==> config.mk <==
export PLATFORM = sky130hd
export DESIGN_NAME = slf_link_front
export DESIGN_NICKNAME = d
export VERILOG_FILES = /design/src/slf_pkg.sv /design/src/slf_sync_slave.sv /design/src/slf_link_front.sv
export SDC_FILE = /design/constraint.sdc
export NUM_CORES = 1
export LEC_CHECK = 0
export BUFFER_PORTS_ARGS = -buffer_cell sky130_fd_sc_hd__buf_2
export CORE_UTILIZATION = 30
export DETAILED_ROUTE_END_ITERATION = 7
export PLACE_DENSITY = 0.54
export SLEW_MARGIN = 20
export SYNTH_ARGS = -nofsm -noshare
export SYNTH_HDL_FRONTEND = slang
export SYNTH_SLANG_ARGS = --single-unit
==> constraint.sdc <==
create_clock -name clk_sys -period 15.7 [get_ports clk_sys]
set_input_delay 0 -clock clk_sys [delete_from_list [all_inputs] [get_ports clk_sys]]
set_output_delay 0 -clock clk_sys [all_outputs]
set_load 0.01 [all_outputs]
==> src/slf_pkg.sv <==
/*
 slf_pkg: constants for the serial loader link front end.
 assumes: single 50 MHz system clock, no software registers.
*/
`default_nettype none
package slf_pkg;
   localparam logic [7:0] SLF_SYNC_BYTE = 8'h55; // auto-baud pattern byte
   localparam logic [7:0] SLF_ACK_BYTE = 8'hCC; // good reception / baud ok
   localparam logic [7:0] SLF_NAK_BYTE = 8'h33; // failed reception
   localparam logic [7:0] SLF_ZERO_BYTE = 8'h00; // padding byte
   localparam int SLF_DATA_BITS = 8; // async data bits per char
   localparam int SLF_STOP_BITS = 1; // async stop bits
   localparam int SLF_SYNC_EDGES = 10; // falling edges in the sync pattern
   localparam int SLF_SYNC_BITS = 18; // bit times spanned by those edges
   localparam int SLF_MIN_BIT_CLKS = 32; // baud at most clock/32
   localparam int SLF_DIV_W = 16; // divisor width
   localparam int SLF_CNT_W = 22; // sync span counter width
   localparam int SLF_CLK_PERIOD_NS = 20; // 50 MHz crystal clock
   localparam int SLF_GAP_NS = 1000000; // 1 ms stall ends a sync try
   localparam int SLF_GAP_CLKS = SLF_GAP_NS / SLF_CLK_PERIOD_NS;
   // port selection states
   typedef enum logic [2:0] {
      SLF_PORT_NONE = 3'b001,
      SLF_PORT_ASYNC = 3'b010,
      SLF_PORT_SYNC = 3'b100
   } slf_port_type;
endpackage
`default_nettype wire

==> src/slf_sync_slave.sv <==
/*
 slf_sync_slave: synchronous serial slave, clock polarity and phase one.
 assumes: host is master, sclk at most clk_sys/12, inputs already synced.
*/
`timescale 1ns/10ps
`default_nettype none
module slf_sync_slave (
   input wire logic clk_sys,
   input wire logic rst_b,
   input wire logic sclk_s,
   input wire logic cs_b_s,
   input wire logic mosi_s,
   input wire logic [7:0] tx_byte,
   output logic tx_take,
   output logic miso,
   output logic [7:0] rx_byte,
   output logic rx_valid
);
   logic sclk_d; // previous sampled clock
   logic [7:0] shift_in; // incoming bits, msb first
   logic [7:0] shift_out; // outgoing bits
   logic [2:0] bit_cnt; // bits done in byte
   logic fall; // launch edge
   logic rise; // capture edge

   // idle high clock: falling edge launches, rising edge samples
   assign fall = sclk_d & ~sclk_s & ~cs_b_s;
   assign rise = ~sclk_d & sclk_s & ~cs_b_s;

   // edge history follows the synced host clock, no resync needed
   always_ff @(posedge clk_sys or negedge rst_b) begin
      if (!rst_b) begin
         sclk_d <= 1'b1;
      end else begin
         sclk_d <= sclk_s;
      end
   end

   // capture and count
   always_ff @(posedge clk_sys or negedge rst_b) begin
      if (!rst_b) begin
         shift_in <= 8'h00;
         bit_cnt <= 3'h0;
         rx_byte <= 8'h00;
         rx_valid <= 1'b0;
      end else begin
         rx_valid <= 1'b0;
         if (cs_b_s) begin
            bit_cnt <= 3'h0; // frame end resyncs byte
         end else if (rise) begin
            shift_in <= {shift_in[6:0], mosi_s};
            bit_cnt <= bit_cnt + 3'h1;
            if (bit_cnt == 3'h7) begin
               rx_byte <= {shift_in[6:0], mosi_s};
               rx_valid <= 1'b1;
            end
         end
      end
   end

   // transmit: load at first falling edge of a byte, shift on the rest
   assign tx_take = fall & (bit_cnt == 3'h0);
   always_ff @(posedge clk_sys or negedge rst_b) begin
      if (!rst_b) begin
         shift_out <= 8'h00;
         miso <= 1'b0;
      end else if (fall) begin
         if (bit_cnt == 3'h0) begin
            miso <= tx_byte[7];
            shift_out <= {tx_byte[6:0], 1'b0};
         end else begin
            miso <= shift_out[7];
            shift_out <= {shift_out[6:0], 1'b0};
         end
      end
   end
endmodule
`default_nettype wire

==> src/slf_link_front.sv <==
/*
 slf_link_front: serial loader link front end, auto-baud async port plus
 synchronous slave port, first used port locked until reset.
 assumes: clk_sys is the crystal clock, pins are asynchronous to it, the
 packet layer supplies tx bytes and ack/nak requests.
*/
// Behaviour
// - first active port kept, other ignored
// - async chars eight data, no parity, one stop
// - measure pulses, program matching baud divisor
// - send 0xCC after successful baud detection
// - sync port clock polarity and phase one
// - host masters sync clock, device is slave
// - loader timing runs from crystal clock directly
// - packet answer 0xCC good, 0x33 bad
// - skip leading zero bytes in host responses
`timescale 1ns/10ps
`default_nettype none
module slf_link_front #(
   parameter int GAP_CLKS = slf_pkg::SLF_GAP_CLKS
) (
   input wire logic clk_sys, // crystal clock, no pll
   input wire logic rst_b,
   input wire logic async_rx, // async receive pin
   output logic async_tx, // async transmit pin
   input wire logic sync_clk, // host serial clock
   input wire logic sync_cs_b, // host frame select, low active
   input wire logic sync_mosi, // host data in
   output logic sync_miso, // data to host
   output logic sync_miso_oe_b, // low while device drives miso
   input wire logic tx_valid, // packet byte to send
   input wire logic [7:0] tx_data,
   output logic tx_ready, // packet byte taken
   input wire logic ack_req, // answer packet good
   input wire logic nak_req, // answer packet bad
   input wire logic wait_resp, // expecting host ack/nak
   output logic [7:0] rx_data, // received byte
   output logic rx_valid, // one-cycle pulse
   output logic resp_valid, // each nonzero byte while wait_resp
   output logic [1:0] port_sel, // 01 async, 10 sync, 00 none
   output logic baud_locked
);
   // two-stage synchronisers for every pin
   logic [1:0] rx_meta, ck_meta, cs_meta, mo_meta;
   logic rx_s, ck_s, cs_s, mo_s;
   always_ff @(posedge clk_sys or negedge rst_b) begin
      if (!rst_b) begin
         rx_meta <= 2'h3;
         ck_meta <= 2'h3;
         cs_meta <= 2'h3;
         mo_meta <= 2'h0;
      end else begin
         rx_meta <= {rx_meta[0], async_rx};
         ck_meta <= {ck_meta[0], sync_clk};
         cs_meta <= {cs_meta[0], sync_cs_b};
         mo_meta <= {mo_meta[0], sync_mosi};
      end
   end
   assign rx_s = rx_meta[1];
   assign ck_s = ck_meta[1];
   assign cs_s = cs_meta[1];
   assign mo_s = mo_meta[1];

   slf_pkg::slf_port_type port; // locked port
   logic rx_d; // last rx level
   logic rx_fall;
   logic [slf_pkg::SLF_CNT_W-1:0] span; // clocks since first fall
   logic [3:0] edges; // falling edges seen in sync
   logic [slf_pkg::SLF_CNT_W-1:0] gap; // clocks since last fall
   logic [slf_pkg::SLF_DIV_W-1:0] divisor; // clocks per bit
   logic cc_pend; // confirmation byte owed
   // answer byte pending from ack or nak
   logic resp_pend;
   logic [7:0] resp_byte;
   // async receiver
   logic [slf_pkg::SLF_DIV_W-1:0] rx_cnt;
   logic [3:0] rx_bit;
   logic [7:0] rx_sh;
   logic rx_busy;
   // async transmitter
   logic [slf_pkg::SLF_DIV_W-1:0] tx_cnt;
   logic [3:0] tx_bit;
   logic [9:0] tx_sh;
   logic tx_busy;
   logic tx_go; // start a char
   logic [7:0] out_byte; // byte chosen to send
   // sync slave wiring
   logic s_take, s_valid;
   logic [7:0] s_byte;
   logic a_valid;
   logic [7:0] a_byte;
   logic got_byte;
   logic [7:0] got_data;

   assign rx_fall = rx_d & ~rx_s;

   // port lock: first activity wins until reset
   always_ff @(posedge clk_sys or negedge rst_b) begin
      if (!rst_b) begin
         port <= slf_pkg::SLF_PORT_NONE;
      end else begin
         case (port)
            slf_pkg::SLF_PORT_NONE: begin
               if (baud_locked) begin
                  port <= slf_pkg::SLF_PORT_ASYNC;
               end else if (s_valid) begin
                  port <= slf_pkg::SLF_PORT_SYNC;
               end
            end
            default: port <= port; // locked
         endcase
      end
   end
   assign port_sel = {port == slf_pkg::SLF_PORT_SYNC,
                      port == slf_pkg::SLF_PORT_ASYNC};

   // auto-baud: time ten falling edges of 0x55 0x55 (18 bit spans)
   always_ff @(posedge clk_sys or negedge rst_b) begin
      if (!rst_b) begin
         rx_d <= 1'b1;
         span <= '0;
         gap <= '0;
         edges <= 4'h0;
         divisor <= '0;
         baud_locked <= 1'b0;
      end else begin
         rx_d <= rx_s;
         if (!baud_locked && port == slf_pkg::SLF_PORT_NONE) begin
            span <= span + 1'b1;
            gap <= gap + 1'b1;
            if (rx_fall) begin
               gap <= '0;
               edges <= edges + 4'h1;
               if (edges == 4'h0) begin
                  span <= '0;
               end
               // last fall of the pattern; span lags it by one clock
               if (edges == 4'(slf_pkg::SLF_SYNC_EDGES - 1)) begin
                  // averaged period over the whole pattern
                  divisor <= slf_pkg::SLF_DIV_W'((span + 1'b1) /
                     slf_pkg::SLF_CNT_W'(slf_pkg::SLF_SYNC_BITS));
                  // faster than clock/32 is rejected, clock/32 kept
                  if (span + 1'b1 >= slf_pkg::SLF_CNT_W'(
                      slf_pkg::SLF_SYNC_BITS * slf_pkg::SLF_MIN_BIT_CLKS)) begin
                     baud_locked <= 1'b1;
                  end else begin
                     edges <= 4'h0;
                  end
               end
            end else if (edges != 4'h0 &&
                         gap >= slf_pkg::SLF_CNT_W'(GAP_CLKS)) begin
               edges <= 4'h0; // stalled try, host will resend
            end
         end
      end
   end

   // async receiver, 8N1 at detected rate, mid-bit sampling
   always_ff @(posedge clk_sys or negedge rst_b) begin
      if (!rst_b) begin
         rx_busy <= 1'b0;
         rx_cnt <= '0;
         rx_bit <= 4'h0;
         rx_sh <= 8'h00;
         a_valid <= 1'b0;
         a_byte <= 8'h00;
      end else begin
         a_valid <= 1'b0;
         if (port != slf_pkg::SLF_PORT_ASYNC) begin
            rx_busy <= 1'b0; // other port ignored
         end else if (!rx_busy) begin
            if (rx_fall) begin
               rx_busy <= 1'b1;
               rx_cnt <= divisor >> 1;
               rx_bit <= 4'h0;
            end
         end else if (rx_cnt == '0) begin
            rx_cnt <= divisor - 1'b1;
            rx_bit <= rx_bit + 4'h1;
            if (rx_bit == 4'h0 && rx_s) begin
               rx_busy <= 1'b0; // false start
            end else if (rx_bit ==
                         4'(slf_pkg::SLF_DATA_BITS + 1)) begin
               rx_busy <= 1'b0;
               a_valid <= rx_s; // good stop bit only
               a_byte <= rx_sh;
            end else if (rx_bit != 4'h0) begin
               rx_sh <= {rx_s, rx_sh[7:1]}; // lsb first
            end
         end else begin
            rx_cnt <= rx_cnt - 1'b1;
         end
      end
   end

   // sync slave, gated by the port lock
   slf_sync_slave u_sync (
      .clk_sys(clk_sys),
      .rst_b(rst_b),
      .sclk_s(ck_s),
      .cs_b_s(cs_s | port == slf_pkg::SLF_PORT_ASYNC),
      .mosi_s(mo_s),
      .tx_byte(out_byte),
      .tx_take(s_take),
      .miso(sync_miso),
      .rx_byte(s_byte),
      .rx_valid(s_valid)
   );
   assign sync_miso_oe_b = cs_s | (port != slf_pkg::SLF_PORT_SYNC);

   // unlocked, the sync byte that wins the lock must still come out
   assign got_byte = (port == slf_pkg::SLF_PORT_ASYNC) ? a_valid : s_valid;
   assign got_data = (port == slf_pkg::SLF_PORT_ASYNC) ? a_byte : s_byte;

   // received bytes out; zero padding never counts as a response
   always_ff @(posedge clk_sys or negedge rst_b) begin
      if (!rst_b) begin
         rx_data <= 8'h00;
         rx_valid <= 1'b0;
         resp_valid <= 1'b0;
      end else begin
         rx_valid <= got_byte;
         resp_valid <= got_byte & wait_resp &
            (got_data != slf_pkg::SLF_ZERO_BYTE);
         if (got_byte) begin
            rx_data <= got_data;
         end
      end
   end

   // owed bytes: confirmation after lock, answer per packet
   always_ff @(posedge clk_sys or negedge rst_b) begin
      if (!rst_b) begin
         cc_pend <= 1'b0;
         resp_pend <= 1'b0;
         resp_byte <= 8'h00;
      end else begin
         if (baud_locked && port == slf_pkg::SLF_PORT_NONE) begin
            cc_pend <= 1'b1;
         end else if (tx_go && cc_pend) begin
            cc_pend <= 1'b0;
         end
         if (ack_req | nak_req) begin
            resp_pend <= 1'b1;
            resp_byte <= ack_req ? slf_pkg::SLF_ACK_BYTE
                                 : slf_pkg::SLF_NAK_BYTE;
         end else if ((tx_go | s_take) && !cc_pend) begin
            resp_pend <= 1'b0;
         end
      end
   end

   // byte priority: confirmation, answer, packet data, else zero padding
   always_comb begin
      if (cc_pend) begin
         out_byte = slf_pkg::SLF_ACK_BYTE;
      end else if (resp_pend) begin
         out_byte = resp_byte;
      end else if (tx_valid) begin
         out_byte = tx_data;
      end else begin
         out_byte = slf_pkg::SLF_ZERO_BYTE;
      end
   end
   assign tx_go = (port == slf_pkg::SLF_PORT_ASYNC) & ~tx_busy &
                  (cc_pend | resp_pend | tx_valid);
   assign tx_ready = ~cc_pend & ~resp_pend & tx_valid &
      (((port == slf_pkg::SLF_PORT_ASYNC) & ~tx_busy) |
       ((port == slf_pkg::SLF_PORT_SYNC) & s_take));

   // async transmitter, 8N1 at detected rate
   always_ff @(posedge clk_sys or negedge rst_b) begin
      if (!rst_b) begin
         tx_busy <= 1'b0;
         tx_cnt <= '0;
         tx_bit <= 4'h0;
         tx_sh <= 10'h3FF;
         async_tx <= 1'b1;
      end else if (tx_go) begin
         tx_busy <= 1'b1;
         tx_sh <= {1'b1, out_byte, 1'b0}; // stop, data, start
         tx_cnt <= '0;
         tx_bit <= 4'h0;
      end else if (tx_busy) begin
         if (tx_cnt == '0) begin
            tx_cnt <= divisor - 1'b1;
            async_tx <= tx_sh[0];
            tx_sh <= {1'b1, tx_sh[9:1]};
            tx_bit <= tx_bit + 4'h1;
            if (tx_bit == 4'(slf_pkg::SLF_DATA_BITS +
                slf_pkg::SLF_STOP_BITS + 1)) begin
               tx_busy <= 1'b0;
               async_tx <= 1'b1;
            end
         end else begin
            tx_cnt <= tx_cnt - 1'b1;
         end
      end
   end
endmodule
`default_nettype wire

==> reports/metrics.csv, run 1 <==
metric,value,unit
outcome,"finished, final reports clean",
"Cell Area, Synth",12300,sq um
Longest Clk Path Bufs,2,
max_cap viols,0,
FILL cells,4116,
Rel. slew slack,31.9,%
Hold WC Path Type,input port to asynchronous set/reset pin,
GRT Total Usage,15.6,%
CP max stage cell,a22oi_1,
Skew-Pair Late Insertion Delay,440,ps
first-pass GRT wire length,53.1,mm
DP Wirelength,22.9,mm
Post-synth EDFFs,0,
die area,41700,sq um
Hold Buf Count CTS,17,
Post-DRT Antenna Nets,0,
RSZ-0062 raised after global routing,false,
H-tree Lvls,4,
core area,40100,sq um
initial antenna violation count,0,
total CTS buffers,17,
Final Max Slew Viols,0,
vias,10807,
initial DRC count,640,
Syn Nets,1461,
max frequency,93.7,MHz
Residual DRC,0,
Vias/cell,5.47,
GPL Wtd Cong,0.858,
period utilization,68.0,%
Die Y,204,um
Final Hold Vio Count,0,
Multi-input gate area,7180,sq um
layout cell share with drive strength beyond 1,11.9,%
Tot Pwr,1.00,mW
Max IR drop VDD,0.0767,mV
setup TNS,0,ps
Crit Path Class,flop to flop,
"Core Util, Final",34.2,%
# rows,73,
most frequent cells in the layout,"nand2_1, dfrtp_1, o21ai_0, nor2_1, a21oi_1",
"commonest non-fill, non-tap cell in the layout",nand2_1,
Congestion Overflow GR,0,
CP Capture Type,flop,
ys flop type,dfrtp_1,
Inserted Diodes,0,
root buf cell,clkbuf_16,
CP Launch Type,flop,
Least-Margin Pin Slew,1020,ps
synthesis-stage register bit count,188,
sequential fraction of the synthesis area,38.5,%
area delta synth->final,11.8,%
critical path required time,16030,ps
Synth Instances,1423,
final setup fails,0,
"Arr. time, crit path",11000,ps
fraction of registers with async set/reset,100,%
Post-CTS Setup Bufs,0,
clock sink count,188,
vias in the first global route,10131,
post-CTS resize count,0,
largest net degree at the start of global routing,78,
Yosys cell types,92,
"Avg Cell Area, Syn",8.63,sq um
Final nets,1477,
Port Buf Inserts,34,
PwrDens,72.8,nW/um^2
clk_skew,11.8,ps
Initial Util,30.6,%
Max stage delay on crit path,780,ps
"critical path fanouts, max",17,
DRT Pass-1 Iters,5,
register area,4730,sq um
clk slew on worst S/H paths,70,ps
Post-Route WL,32.2,mm
CTS tree,yes,
leakage,5.73,nW
Die X,204,um
Yosys Warn Count,0,
Avg WL per Cell,16.3,um
I/O pin total,35,
crit path time final,10680,ps
[cell usage after synthesis, types with 19 or more instances]
master	n	share of area, %
nand2_1	171	5.2
dfrtp_1	169	34
o21ai_0	146	6.0
nor2_1	111	3.4
a21oi_1	83	3.4
nor3_1	51	2.1
clkbuf_1	50	1.5
nand3_1	38	1.5
mux2_2	35	3.2
inv_1	33	1.0
xnor2_1	33	2.4
a31oi_1	29	1.5
mux2i_1	29	2.4
xor2_1	26	1.9
o211ai_1	25	1.5
and3_1	24	1.2
or3_1	22	1.1
ha_1	20	2.0
nor4_1	20	1.0
dfstp_2	19	4.1
[worst paths after layout]
path	cells after the start	endpoint	slack (ps)	startpoint
setup / recovery	31	divisor[0]	5020	span[5]
hold / removal	2	tx_bit[2]	140	rst_b
setup reg to reg	31	divisor[0]	5020	span[5]
hold reg to reg	0	cs_meta[1]	360	cs_meta[0]
max in group asynchronous	4	mo_meta[1]	13630	rst_b
min in group clk_sys	5	tx_sh[0]	180	tx_valid
[registers in the layout (all words and copies together) (netlist names), 9 cells and up]
register and count:
gap 22, span 22, tx_sh 9, divisor 16, tx_cnt 16, rx_cnt 16
[critical path, delay by kind of cell, from the launching register on]
kind                       cells  cell delay [ps]
and+or+nand+nor                6             1990
DFF                            1              480
AOI/OAI and AO/OA             22             6730
adders and majority gates      1              300
muxes                          2             1050
[final cells by class]
type	instances	share of cell area, %
repair buffers	62	3.14
flip-flops and latches	188	34.4
inverters	34	0.929
multi-input cells	1136	52.3
clock buffers	19	3.30
clock inverters	12	1.13
well taps	525	4.78
[through the flow]
stage | cells | setup WS [ps] | area, sq um | hold slack [ps]
floorplan | 1423 | 6790 | 12300 | -296
global placement | 1928 | 5560 | 12900 | 82.9
detailed placement | 1928 | 5230 | 12900 | 82.1
CTS | 1976 | 5210 | 13700 | 152
global route | 1976 | 4200 | 13700 | 187
finish | 1976 | 5020 | 13700 | 141
[layer usage]
layer  GRT usage, %  up-vias  part of all wire, %  wire length (um)
li1               -     5306                    -                 -
met1           21.8     5281                   50             16000
met2           25.3      192                   46             14900
met3           2.34       28                  3.1               989
met4           3.38        0                  1.1               341
met5              0        -                    0                 0
[power breakdown]
part           switching [mW]  internal (mW)
registers             0.00921          0.500
clock network           0.204          0.248
logic                  0.0222         0.0168
[kinds of logic (layout without fill, tap and decap cells)]
logic type / after synthesis / in the layout / share of synthesized area (%)
compound gates: 458 / 458 / 24.6
fa+ha+maj: 22 / 22 / 2.22
simple gates: 531 / 531 / 21.3
xor+xnor: 60 / 60 / 4.34
flops: 188 / 188 / 38.5
mux: 65 / 65 / 5.76
buf+inv: 99 / 127 / 3.23
No activity file was read; power rests on OpenSTA's default activity.
==> run 2: changes to the inputs <==
ABC_AREA = 1   (was not set)
PLACE_DENSITY = 0.56   (was 0.54)
clock period = 8.66 ns   (was 15.7 ns; I/O delays follow)
==> run 2 against run 1 <==
Against the previous run: sequential power rose by 80%; worst setup slack worse by 4700 ps; flip-flop and latch count did not move; cell area barely moved; die area is 6.1% lower; via count is 5.9% lower; non-clock buffer count is 32 higher; maximum frequency up 28%; highest routed layer unchanged.
==> reports/metrics.csv, run 2 <==
metric,value,unit,change
outcome,"finished, final reports clean",,
Port Buf Inserts,34,,unchanged
crit path to,divisor[0],,
Largest regs,"gap (22), span (22)",,
GPL Wtd Cong,0.857,,-0.19%
post-route design area,13700,sq um,about the same
post-route non-filler standard cell count,2132,,+7.9%
Tot Pwr,1.78,mW,+78%
crit path time final,8360,ps,-2310 ps
Yosys Warn Count,0,,unchanged
Final nets,1646,,+11%
Yosys cell types,54,,-41%
DRT Pass-1 Iters,7,,+2
Skew-Pair Late Insertion Delay,440,ps,about the same
Rel. slew slack,37.4,%,+5.5 points
vias,10165,,-5.9%
core area,37800,sq um,-5.8%
I/O pin total,35,,unchanged
root buf cell,clkbuf_16,,
GRT Total Usage,14.4,%,-1.2 points
RSZ-0062 raised after global routing,true,,
Max IR drop VDD,0.0954,mV,+24%
hold slack,14.1,ps,-127 ps
first-pass GRT wire length,46.5,mm,-13%
clk slew on worst S/H paths,90,ps,+20 ps
Congestion Overflow GR,0,,unchanged
placed cell area,12300,sq um,-4.7%
Syn Nets,1558,,+6.6%
initial antenna violation count,0,,unchanged
Avg WL per Cell,13.0,um,-20%
Final Max Slew Viols,0,,unchanged
CP max stage cell,dfrtp_1,,
Least-Margin Pin Slew,935,ps,-84.9 ps
WHS Path Cells,5,,
FF-to-FF Start,span[1],,
Longest Clk Path Bufs,2,,unchanged
ys flop type,dfrtp_1,,
Final Hold Vio Count,0,,unchanged
H-tree Lvls,4,,unchanged
Synth area leaders,"dfrtp_1, nand2_1, inv_1",,
top cell type's share of synthesized area,36.7,%,+2.3 points
"Arr. time, crit path",8690,ps,-2310 ps
PnR worst setup slack,299,ps,-4730 ps
clk_skew,19.0,ps,+7.22 ps
most frequent cell after synthesis,nand2_1,,
vias in the first global route,9830,,-3.0%
leakage,6.73,nW,+17%
r2r setup slk,300,ps,-4730 ps
Post-Route WL,27.7,mm,-14%
largest net degree at the start of global routing,108,,+38%
CP Launch Type,flop,,
layout cell share with drive strength beyond 1,19.0,%,+7.1 points
PwrDens,130,nW/um^2,+78%
placed cell count,2052,,+6.4%
Residual DRC,0,,unchanged
Post-DRT Antenna Nets,0,,unchanged
sequential fraction of the synthesis area,41.0,%,+2.5 points
CTS tree,yes,,
Hold WC Path Type,input port to flop,,
area delta synth->final,19.0,%,
final setup fails,0,,unchanged
synthesis-stage register bit count,188,,unchanged
cell mode on critical path,nand2_4,,
Die Y,198,um,-3.1%
critical path required time,8990,ps,-7040 ps
period utilization,96.6,%,+29 points
die area,39200,sq um,-6.1%
# rows,71,,-2.7%
Commonest cells post-synth,"nand2_1, inv_1, dfrtp_1",,
Vias/cell,4.77,,-13%
Max stage delay on crit path,420,ps,-360 ps
initial DRC count,605,,-5.5%
"commonest non-fill, non-tap cell in the layout",nand2_1,,
fraction of registers with async set/reset,100,%,unchanged
Crit Path Class,flop to flop,,
"Avg Cell Area, Syn",7.58,sq um,-12%
max frequency,120,MHz,+28%
total CTS buffers,17,,unchanged
Worst Setup SP,span[1],,
Synth area leader,dfrtp_1,,
most frequent cells in the layout,"nand2_1, inv_1, dfrtp_1, o21ai_0, nor2_1",,
DP Wirelength,19.7,mm,-14%
clock sink count,188,,unchanged
Inserted Diodes,0,,unchanged
"critical path fanouts, max",6,,-11
"Cell Area, Synth",11500,sq um,-6.1%
Synth Instances,1520,,+6.8%
R2R Path End,divisor[0],,
Place WS,341,ps,-4890 ps
Post-synth EDFFs,0,,unchanged
CP Capture Type,flop,,
Die X,198,um,-3.1%
Initial Util,30.5,%,-0.095 points
FF-to-FF path depth,84,,+170%
max_cap viols,0,,unchanged
run 2: cell count changes in the layout (fill, tap and decap cells not counted), sizes merged, moves of 24 or more:
| cell | before | now |
|---|---|---|
| nand2 | 171 | 390 |
| inv | 39 | 248 |
| nand3 | 38 | 106 |
| buf | 44 | 80 |
| mux2i | 30 | 2 |
| xnor2 | 34 | 6 |
| a31oi | 29 | 3 |
| and3 | 24 | 0 |
| mux2 | 35 | 11 |
run 2: area by class of cell:
class                           count  area (sq um)
Fill cell                        3861         24000
Multi-Input combinational cell   1058          6130
Sequential cell                   188          4730
Inverter                          249           940
Timing Repair Buffer               94           666
Tap cell                          511           639
Clock buffer                       17           425
Clock inverter                     15           193
run 2: cells by family after synthesis:
group	synth area share (%)
buffers and inverters	9.06
and+or+nand+nor	28.5
AOI/OAI and AO/OA	13.8
muxes	1.25
DFF	41.0
xor gates and xnor gates	4.17
adders and majority gates	2.17
run 2: per-layer routing:
| metal | share of wire [%] | track usage [%] | wire [um] | vias up |
|---|---|---|---|---|
| met4 | 1.2 | 3.65 | 342 | 0 |
| met5 | 0 | 0 | 0 | - |
| met1 | 48 | 18.9 | 13300 | 4849 |
| met2 | 48 | 25.0 | 13400 | 140 |
| li1 | - | - | - | 5148 |
| met3 | 2.4 | 1.62 | 656 | 28 |
run 2: worst min-delay path by stage:
| stage | from | endpoint | slack [ps] |
|---|---|---|---|
| 5_1_grt | tx_data[2] | u_sync.shift_out[3] | 30 |
| 4_1_cts | tx_data[2] | u_sync.shift_out[3] | 3 |
| 2_1_floorplan | rst_b | a_byte[0] | -300 |
| 6_report | tx_data[2] | u_sync.shift_out[3] | 10 |
| 3_3_place_gp | async_rx | rx_meta[0] | 110 |
| 3_5_place_dp | sync_clk | ck_meta[0] | 110 |
run 2: critical path: cells and delay by family, from the launching register on:
family / cells / cell delay (ps)
xor gates and xnor gates: 1 / 240
adders and majority gates: 1 / 170
buffers and inverters: 4 / 330
DFF: 1 / 420
and+or+nand+nor: 78 / 7080
run 2: stage by stage:
step | utilization (%) | TNS, ps
global placement | 32.7 | 0
finish | 36.3 | 0
floorplan | - | 0
CTS | 34.7 | 0
global route | 36.3 | -717
detailed placement | 32.7 | 0
run 2: timing repair:
item / in CTS / in global routing
endpoints found under the setup margin: 0 / 3
endpoints found under the hold margin: 108 / 0
hold buffers: 13 / 0
gates resized for setup: 0 / 82
buffers inserted: 0 / 35
run 2: power breakdown:
part / internal (mW) / switching, mW / leakage (nW)
Clock: 0.396 / 0.403 / 0.295
Sequential: 0.902 / 0.0147 / 2.41
Combinational: 0.0257 / 0.0374 / 4.03
Total: 1.32 / 0.455 / 6.73
